## config.mk

```make
export PLATFORM = sky130hd
export DESIGN_NAME = vic_top
export DESIGN_NICKNAME = d
export VERILOG_FILES = /design/src/common/vic_pkg.sv /design/src/hw/vic_vector_arb.sv /design/src/hw/vic_top.sv
export SDC_FILE = /design/constraint.sdc
export NUM_CORES = 1
export LEC_CHECK = 0
export ABC_AREA = 1
export BUFFER_PORTS_ARGS = -buffer_cell sky130_fd_sc_hd__clkbuf_2
export CORE_MARGIN = 3
export CORE_UTILIZATION = 40
export CTS_CLUSTER_SIZE = 25
export DETAILED_ROUTE_END_ITERATION = 16
export GPL_TIMING_DRIVEN = 0
export PLACE_DENSITY = 0.66
export REMOVE_ABC_BUFFERS = 1
export SLEW_MARGIN = 20
export SYNTH_ARGS = -nofsm -noshare
export SYNTH_HDL_FRONTEND = slang
export SYNTH_SLANG_ARGS = --single-unit
```

## constraint.sdc

```tcl
create_clock -name pclk -period 1.9 [get_ports pclk]
set_clock_uncertainty 0.05 [all_clocks]
set_input_delay 0.38 -clock pclk [delete_from_list [all_inputs] [get_ports pclk]]
set_output_delay 0.38 -clock pclk [all_outputs]
set_load 0.005 [all_outputs]
```

## src/common/vic_pkg.sv

```systemverilog
// Package of the vectored interrupt controller: register map, fields, vectors, types.
// Assumes an APB slave with 32-bit data; registers hold 8 bits in the low lanes.
package vic_pkg;

	// Register indices; byte address is four times the index
	localparam logic [7:0] IDX_CORE_STATUS = 8'h06;
	localparam logic [7:0] IDX_STATUS_CTRL = 8'h07;
	localparam logic [7:0] IDX_PREQ2 = 8'h10;
	localparam logic [7:0] IDX_PEN2 = 8'h11;
	localparam logic [7:0] IDX_PREQ1 = 8'h16;
	localparam logic [7:0] IDX_PEN1 = 8'h17;

	// Status/control field positions
	localparam int SC_PEND = 7;
	localparam int SC_TCLK_F = 6;
	localparam int SC_T0_F = 5;
	localparam int SC_EXT_F = 4;
	localparam int SC_PGRP_E = 3;
	localparam int SC_TCLK_E = 2;
	localparam int SC_T0_E = 1;
	localparam int SC_EXT_E = 0;

	// Core status field: global disable
	localparam int CS_GID = 0;

	// Hardware-owned request bits (buffer state levels)
	localparam logic [7:0] PREQ_HW_MASK = 8'h03;
	localparam logic [7:0] PREQ2_IMPL = 8'hEF;

	// Reset values
	localparam logic [7:0] RST_ZERO = 8'h00;
	localparam logic RST_GID = 1'b1;

	// Vector addresses
	localparam logic [15:0] VEC_RESET = 16'h0000;
	localparam logic [15:0] VEC_EXT = 16'h0008;
	localparam logic [15:0] VEC_T0 = 16'h0010;
	localparam logic [15:0] VEC_TCLK = 16'h0018;
	localparam logic [15:0] VEC_PERIPH = 16'h0020;

	typedef enum logic [2:0] {
		SEL_NONE = 3'b000,
		SEL_EXT = 3'b001,
		SEL_T0 = 3'b010,
		SEL_TCLK = 3'b011,
		SEL_PERIPH = 3'b100
	} vic_sel_t;

	typedef enum logic [1:0] {
		ST_RUN = 2'b00,
		ST_ISR = 2'b01
	} vic_state_t;

	// Edge or pulse events, one per source
	typedef struct packed {
		logic ext_pin;
		logic t0_ovf;
		logic tclk_pin;
		logic port_chg;
		logic tmr3;
		logic tmr2;
		logic tmr1;
		logic cap2;
		logic cap1;
		logic ssp;
		logic bus_coll;
		logic adc_done;
		logic cap4;
		logic cap3;
	} vic_evt_t;

	// Buffer state levels of both serial ports
	typedef struct packed {
		logic tx1_empty;
		logic rx1_full;
		logic tx2_empty;
		logic rx2_full;
	} vic_lvl_t;

	// Towards the core sequencer
	typedef struct packed {
		logic push_ret;
		logic load_pc;
		logic pop_ret;
		logic [15:0] vec_addr;
	} vic_core_t;

endpackage

```

## src/hw/vic_vector_arb.sv

```systemverilog
// Fixed-priority vector selection for the interrupt controller.
// Purely combinational; the caller registers its results.
`timescale 1ns/10ps
module vic_vector_arb import vic_pkg::*; (
	// Status/control with pending, and global disable
	input wire logic [7:0] sc,
	input wire logic gid,
	// Selection
	output logic req,
	output vic_sel_t sel,
	output logic [15:0] vec
);

	always_comb begin
		req = 1'b0;
		sel = SEL_NONE;
		vec = VEC_RESET;
		if (!gid) begin
			if (sc[SC_EXT_F] && sc[SC_EXT_E]) begin
				sel = SEL_EXT;
				vec = VEC_EXT;
			end else if (sc[SC_T0_F] && sc[SC_T0_E]) begin
				sel = SEL_T0;
				vec = VEC_T0;
			end else if (sc[SC_TCLK_F] && sc[SC_TCLK_E]) begin
				sel = SEL_TCLK;
				vec = VEC_TCLK;
			end else if (sc[SC_PEND] && sc[SC_PGRP_E]) begin
				sel = SEL_PERIPH;
				vec = VEC_PERIPH;
			end
			req = (sel != SEL_NONE);
		end
	end

endmodule // vic_vector_arb

```

## src/hw/vic_top.sv

```systemverilog
// Vectored interrupt controller with an APB register slave and a core sequencer port.
// Assumes the core pulses instr_end at each instruction boundary, on enabled cycles.
//
// Overview of operation
// Eighteen sources: pin, port change, timers, serial, bus, converter, captures, clock edge.
// Global disable set blocks every vector regardless of flags and enables.
// Taking a vector sets global disable, pushes return address, loads vector.
// Four vectors: external pin, timer0 overflow, clock pin edge, shared peripheral.
// External pin flag is status bit 4, cleared on taking vector 08h.
// Timer0 overflow flag is bit 5, cleared on taking vector 10h.
// Clock pin edge flag is bit 6, cleared on taking vector 18h.
// Peripheral vector leaves all peripheral request flags untouched.
// Software clears serviced peripheral flags before re-enabling interrupts.
// Flags set on their condition whatever enables or global disable hold.
// External events are seen with latency; two-cycle instructions add one.
// Return instruction pops the stack and clears global disable.
// Status bit 7 reads the OR of enabled peripheral request flags.
// Flag set while its enable is cleared, interrupts on, vectors to 0x00.
// Software sets global disable before clearing any status enable bit.
// Status bits 3..0 enable peripherals, clock edge, timer0, external; reset zero.
// First peripheral enable register layout, read/write, resets to zero.
// Request registers mirror the bit positions of the enable registers.
// Serial transmit and receive flags follow buffer state, hardware only.
// Vector requested when disable clear and flag with enable set.
// Priority: external pin, timer0, clock pin edge, then peripherals.
`timescale 1ns/10ps
module vic_top import vic_pkg::*; (
	// Clock, reset, enable
	input wire logic pclk,
	input wire logic presetn,
	input wire logic ce,
	// APB slave
	input wire logic [11:0] paddr,
	input wire logic psel,
	input wire logic penable,
	input wire logic pwrite,
	input wire logic [31:0] pwdata,
	output logic [31:0] prdata,
	output logic pready,
	output logic pslverr,
	// Interrupt sources
	input wire vic_evt_t evt,
	input wire vic_lvl_t lvl,
	// Core sequencer
	input wire logic instr_end,
	input wire logic return_from_isr,
	output vic_core_t core,
	output logic global_irq_disable,
	output logic in_isr
);

	logic [7:0] sc_r;
	logic [7:0] pen1_r;
	logic [7:0] pen2_r;
	logic [7:0] preq1_r;
	logic [7:0] preq2_r;
	logic gid_r;
	vic_evt_t evt_r;
	vic_state_t state_r;
	logic push_r;
	logic load_r;
	logic pop_r;
	logic [15:0] vec_r;
	logic [31:0] prdata_r;
	logic slverr_r;

	logic wr_en;
	logic setup;
	logic [7:0] idx;
	logic [7:0] wbyte;
	logic [7:0] preq1_v;
	logic [7:0] preq2_v;
	logic [7:0] sc_v;
	logic pend;
	logic req;
	vic_sel_t sel;
	logic [15:0] vec;
	logic take;
	logic hazard;

	// Set wins over clear; clr marks bits written low by software or cleared by a take
	function automatic logic [7:0] set_wins(input logic [7:0] cur, input logic [7:0] set,
		input logic [7:0] clr);
		set_wins = (cur & ~clr) | set;
	endfunction

	function automatic logic mapped(input logic [7:0] i);
		mapped = (i == IDX_CORE_STATUS) || (i == IDX_STATUS_CTRL) || (i == IDX_PREQ1) ||
			(i == IDX_PEN1) || (i == IDX_PREQ2) || (i == IDX_PEN2);
	endfunction

	assign idx = paddr[9:2];
	assign wbyte = pwdata[7:0];
	assign setup = psel && !penable;
	assign wr_en = ce && psel && penable && pwrite && mapped(idx) && (paddr[11:10] == 2'b00);
	assign pready = ce;

	// Hardware levels override the two serial bits
	assign preq1_v = {preq1_r[7:2], lvl.tx1_empty, lvl.rx1_full};
	assign preq2_v = {preq2_r[7:2], lvl.tx2_empty, lvl.rx2_full} & PREQ2_IMPL;
	assign pend = |((preq1_v & pen1_r) | (preq2_v & pen2_r));
	assign sc_v = {pend, sc_r[6:0]};

	vic_vector_arb vic_vector_arb_inst (
		.sc(sc_v),
		.gid(gid_r),
		.req(req),
		.sel(sel),
		.vec(vec)
	);

	assign take = ce && instr_end && req;

	// Clearing an enable while its flag is up, interrupts on, restarts at 0x00
	always_comb begin
		hazard = 1'b0;
		if (wr_en && idx == IDX_STATUS_CTRL && !gid_r) begin
			hazard = (sc_r[SC_EXT_E] && !wbyte[SC_EXT_E] && sc_r[SC_EXT_F]) ||
				(sc_r[SC_T0_E] && !wbyte[SC_T0_E] && sc_r[SC_T0_F]) ||
				(sc_r[SC_TCLK_E] && !wbyte[SC_TCLK_E] && sc_r[SC_TCLK_F]) ||
				(sc_r[SC_PGRP_E] && !wbyte[SC_PGRP_E] && pend);
		end
	end

	// Event stage: one cycle of recognition latency
	always_ff @(posedge pclk or negedge presetn) begin
		if (!presetn) begin
			evt_r <= '0;
		end else if (ce) begin
			evt_r <= evt;
		end
	end

	// Status/control flags and enables
	always_ff @(posedge pclk or negedge presetn) begin
		if (!presetn) begin
			sc_r <= RST_ZERO;
		end else if (ce) begin
			logic [7:0] set;
			logic [7:0] clr;
			set = '0;
			clr = '0;
			set[SC_EXT_F] = evt_r.ext_pin;
			set[SC_T0_F] = evt_r.t0_ovf;
			set[SC_TCLK_F] = evt_r.tclk_pin;
			if (wr_en && idx == IDX_STATUS_CTRL) begin
				clr[6:4] = ~wbyte[6:4];
				set[3:0] = wbyte[3:0];
				clr[3:0] = ~wbyte[3:0];
			end
			if (take) begin
				clr[SC_EXT_F] = clr[SC_EXT_F] | (sel == SEL_EXT);
				clr[SC_T0_F] = clr[SC_T0_F] | (sel == SEL_T0);
				clr[SC_TCLK_F] = clr[SC_TCLK_F] | (sel == SEL_TCLK);
			end
			sc_r <= set_wins(sc_r, set, clr) & 8'h7F;
		end
	end

	// Peripheral enables
	always_ff @(posedge pclk or negedge presetn) begin
		if (!presetn) begin
			pen1_r <= RST_ZERO;
			pen2_r <= RST_ZERO;
		end else if (ce && wr_en) begin
			if (idx == IDX_PEN1) begin
				pen1_r <= wbyte;
			end
			if (idx == IDX_PEN2) begin
				pen2_r <= wbyte & PREQ2_IMPL;
			end
		end
	end

	// Peripheral requests; a take never touches them
	always_ff @(posedge pclk or negedge presetn) begin
		if (!presetn) begin
			preq1_r <= RST_ZERO;
			preq2_r <= RST_ZERO;
		end else if (ce) begin
			logic [7:0] s1;
			logic [7:0] s2;
			logic [7:0] c1;
			logic [7:0] c2;
			s1 = {evt_r.port_chg, evt_r.tmr3, evt_r.tmr2, evt_r.tmr1, evt_r.cap2, evt_r.cap1,
				2'b00};
			s2 = {evt_r.ssp, evt_r.bus_coll, evt_r.adc_done, 1'b0, evt_r.cap4, evt_r.cap3,
				2'b00};
			c1 = (wr_en && idx == IDX_PREQ1) ? ~wbyte & ~PREQ_HW_MASK : 8'h00;
			c2 = (wr_en && idx == IDX_PREQ2) ? ~wbyte & ~PREQ_HW_MASK : 8'h00;
			preq1_r <= set_wins(preq1_r, s1, c1) & ~PREQ_HW_MASK;
			preq2_r <= set_wins(preq2_r, s2, c2) & PREQ2_IMPL & ~PREQ_HW_MASK;
		end
	end

	// Global disable: take sets it, return or software clears it
	always_ff @(posedge pclk or negedge presetn) begin
		if (!presetn) begin
			gid_r <= RST_GID;
		end else if (ce) begin
			if (take || hazard) begin
				gid_r <= 1'b1;
			end else if (return_from_isr) begin
				gid_r <= 1'b0;
			end else if (wr_en && idx == IDX_CORE_STATUS) begin
				gid_r <= wbyte[CS_GID];
			end
		end
	end

	// Core handshake: pulses last one enabled cycle
	always_ff @(posedge pclk or negedge presetn) begin
		if (!presetn) begin
			push_r <= 1'b0;
			load_r <= 1'b0;
			pop_r <= 1'b0;
			vec_r <= VEC_RESET;
			state_r <= ST_RUN;
		end else if (ce) begin
			push_r <= take;
			load_r <= take || hazard;
			pop_r <= return_from_isr && !take;
			if (hazard) begin
				vec_r <= VEC_RESET;
			end else if (take) begin
				vec_r <= vec;
			end
			case (state_r)
				ST_RUN: begin
					if (take) begin
						state_r <= ST_ISR;
					end
				end
				ST_ISR: begin
					if (return_from_isr || hazard) begin
						state_r <= ST_RUN;
					end
				end
				default: begin
					state_r <= ST_RUN;
				end
			endcase
		end
	end

	// Read data captured in the setup phase, so the access phase has no wait
	always_ff @(posedge pclk or negedge presetn) begin
		if (!presetn) begin
			prdata_r <= '0;
			slverr_r <= 1'b0;
		end else if (ce && setup) begin
			slverr_r <= !(mapped(idx) && paddr[11:10] == 2'b00);
			case (idx)
				IDX_CORE_STATUS: prdata_r <= {31'h0000_0000, gid_r};
				IDX_STATUS_CTRL: prdata_r <= {24'h00_0000, sc_v};
				IDX_PREQ1: prdata_r <= {24'h00_0000, preq1_v};
				IDX_PEN1: prdata_r <= {24'h00_0000, pen1_r};
				IDX_PREQ2: prdata_r <= {24'h00_0000, preq2_v};
				IDX_PEN2: prdata_r <= {24'h00_0000, pen2_r};
				default: prdata_r <= '0;
			endcase
		end
	end

	assign prdata = prdata_r;
	assign pslverr = slverr_r && psel && penable;
	assign core.push_ret = push_r;
	assign core.load_pc = load_r;
	assign core.pop_ret = pop_r;
	assign core.vec_addr = vec_r;
	assign global_irq_disable = gid_r;
	assign in_isr = (state_r == ST_ISR);
endmodule // vic_top

```

==> impl_results.md <==
* Area share of the largest cell type after synthesis at 0.444
* Crit path largest cell delay at 0.34 ns
* Slew @ Worst Pin at 0.586 ns
* Gr busiest metal: met2
* Register-to-Register Path Depth at 10
* Hpwl dp at 6380 um
* Port bufs at just over 60
* Largest net degree at the start of global routing at 40
* Synth top area cells: dfrtp_1 44%, nand2_1 16%, buf_4 8.7%
* Compound-gate portion of the synthesized area at 0.133
* Final Hold Fails at 0
* Routed WL at 8540 um
* Number of synthesized register bits at 64
* CTS tree: built
* Setup slack, reg-to-reg at 0.23 ns
* R2R Path Start: preq1_r[4]
* Clock power frac at 0.404
* Max FO, Critical Path at 39
* RSZ-0062 raised after global routing: false
* PwrDens at 699 nW/um2
* Mapped Avg Cell Area at roughly 8 um2
* Max Clock Freq at 574 MHz
* Post-route minimum period at 1.74 ns
* Ant. Diodes at 0
* Post-route ant nets at 0
* Vias/cell at approximately 5
* Placed cell count at 599
* Worst min path class: input pin to flop
* Worst-Skew Late Latency at roughly 0.34 ns
* Synth Area in Simple Gates at 0.271
* Drt drc at 0
* Vias at 2997
* Register area at ~1600 um2
* Num ports at 125
* Tot GR Track Use at 0.174
* Worst hold start: evt[13]
* Seq pwr share at 0.507
* Finish-stage setup viols at 0
* Slew margin rel. at 0.609
* CP max stage cell: buf_4
* Static leakage at 2.17 nW
* Nets at around 580
* Rows at 33
* Adder-Cell Fraction of Synth Area at 0
* Die H at 100 um
* CTS root buffer: clkbuf_8
* Met2 global-route usage at 0.273
* Chip width at 100 um
* Finished Core Util at 0.475
* Worst Hold Depth at 3
* Hold endpoint: evt_r[13]
* Met1 Track Usage GR at 0.234
* Cell-internal power at 2.11 mW
* Drt first-iter violations at 141
* Sw frac at 0.246
* Placer congestion estimate at between 0.8 and 0.9
* Crit path DAT at roughly 1.9 ns
* Yosys cell types at 30
* CP Cell Sequence: buf_4, nand2_1, nor2_1, nand3_2, inv_2, nand3_2, nand2_2, inv_2, nand2_1, nand2_1
* Logic gate share of total power at 0.089
* Synth Cell Area at between 3000 and 4000 um2
* Max Buffers Root-to-Sink at 2
* Largest family of logic cells by synthesized area: simple AND/OR/NAND/NOR gates
* Status: finished clean
* Clock Pin Slew Worst Setup and Hold Paths at around 0.06 ns
* Finished Cell Area at between 4000 and 5000 um2
* Remaining global-route overflow at 0
* Post-Synth XOR/XNOR Area at 0
* Setup_tns at 0 ns
* Leading cell types in the layout, fill and taps excluded: 148 x nand2_1, 63 x dfrtp_1, 59 x clkbuf_2
* CTS buffer count at 9
* Fin crit share at 0.916
* Vias in the first global route at 2883
* Share of cells above drive strength 1 at 0.231
* Max-cap violations at 0
* Multi-input gate area at 1580 um2
* Synth-to-layout area growth at 12.8%
* Global-route wire length before repair at 13600 um
* Initial antenna violation count at 0
* Core area at between 8000 and 9000 um2
* Post-synthesis sequential area ratio at 0.452
* Syn Inst Count at 445
* Fillers at 873
* Yosys Warn Count at 0
* Met3 global-route usage at 0.0382
* CP Capture Type: flop
* H-tree depth at 3
* Worst endpoint required time at between 2 and 2.5 ns
* Setup CP Type: input pin to flop
* Startpoint types: input pin
* Dpl cell area at about 3800 um2
* Maximum VDD drop at approximately 0.38 mV
* Commonest non-fill, non-tap cell in the layout: nand2_1
* Cell repeated most along the worst path: nand2_1
* Starting Density at 0.421
* Sw power at 0.687 mW
* Clk sinks at 64
* First drt pass iteration count at 4
* Post-synthesis mux area share at 0
* Post-synth top area cell: dfrtp_1
* Final cell count without fillers at 616
* DIE AREA at 10000 um2
* WL/cell at approximately 14 um
* Final slew viol count at 0
* RR Endpoint: vec_r[3]
==> worst max-delay path: cells and delay by family <==
kind          cells  cell delay [ns]
buf+inv           3             0.54
simple gates      7             0.99
==> power groups by stage <==
stage	logic, mW	clock network [mW]	registers, mW
after floorplan	0.109	0	1.44
final	0.249	1.13	1.42
after detailed placement	0.248	0	1.44
after global placement	0.237	0	1.44
after CTS	0.251	1.17	1.42
after global routing	0.287	1.22	1.42
==> per-stage QoR <==
step	setup slack, ns	total power [mW]	hold WS [ns]
after floorplan	0.192	1.55	0.0344
after global placement	-0.513	1.68	0.405
after detailed placement	-0.557	1.69	0.334
after CTS	0.0306	2.83	0.165
after global routing	0.0378	2.92	0.181
final	0.159	2.80	0.184
==> how the worst max path moves through the flow <==
stage	slack [ns]	endpoint	cells past startpoint	from
3_5_place_dp	-0.56	vec_r[5]	10	ce
3_3_place_gp	-0.51	vec_r[4]	10	ce
5_1_grt	0.04	preq1_r[7]	11	paddr[3]
4_1_cts	0.03	vec_r[4]	10	ce
6_report	0.16	vec_r[4]	10	ce
2_1_floorplan	0.19	vec_r[5]	12	paddr[9]
==> synth_stat cells <==
master / n
clkbuf_1: 2
o21ai_2: 14
clkinv_1: 3
buf_2: 2
inv_1: 33
nor2_2: 5
a21oi_1: 5
nand3_1: 22
o22ai_1: 3
dfstp_2: 1
a221oi_1: 3
nand2_2: 3
inv_2: 5
a22o_1: 4
o21ai_1: 1
o21ai_0: 46
nor2_8: 2
buf_4: 41
conb_1: 1
buf_6: 2
nor3_1: 1
buf_1: 2
nand3_2: 2
nand2_4: 4
nor2_1: 16
nand4_1: 6
nand2_1: 149
dfrtp_1: 63
a21o_1: 1
nor2_4: 3
==> layer usage <==
metal	vias to the layer above	wire length (um)
li1	1469	-
met1	1414	3760
met2	102	4030
met3	12	604
met4	0	150
met5	-	0
==> sequential cells by signal (all words and copies together) (netlist names), 3 cells and up, named ones only <==
name	cells
sc_r	3
pen2_r	7
pen1_r	8
preq2_r	5
prdata	8
preq1_r	6
vec_r	3
evt_r	14
==> cell type report <==
type,count,share of cell area
flip-flops and latches,64,0.401
multi-input cells,327,0.394
repair buffers,64,0.0870
inverters,41,0.0385
clock buffers,11,0.0353
well taps,105,0.0328
clock inverters,4,0.0113
==> kinds of logic (layout without fill, tap and decap cells) <==
group,count (synthesis),after routing
buf+inv,90,120
simple gates,213,213
other cells,1,37
flops,64,64
compound gates,77,77
==> timing repair <==
action / 4_1_cts / 5_1_grt
hold endpoints to repair: 30 / 0
endpoints found under the setup margin: 10 / 9
hold buffers: 1 / 0
gates resized for setup: 1 / 3
buffers inserted: 0 / 1
Note: power is estimated with default switching activity, not from simulation.
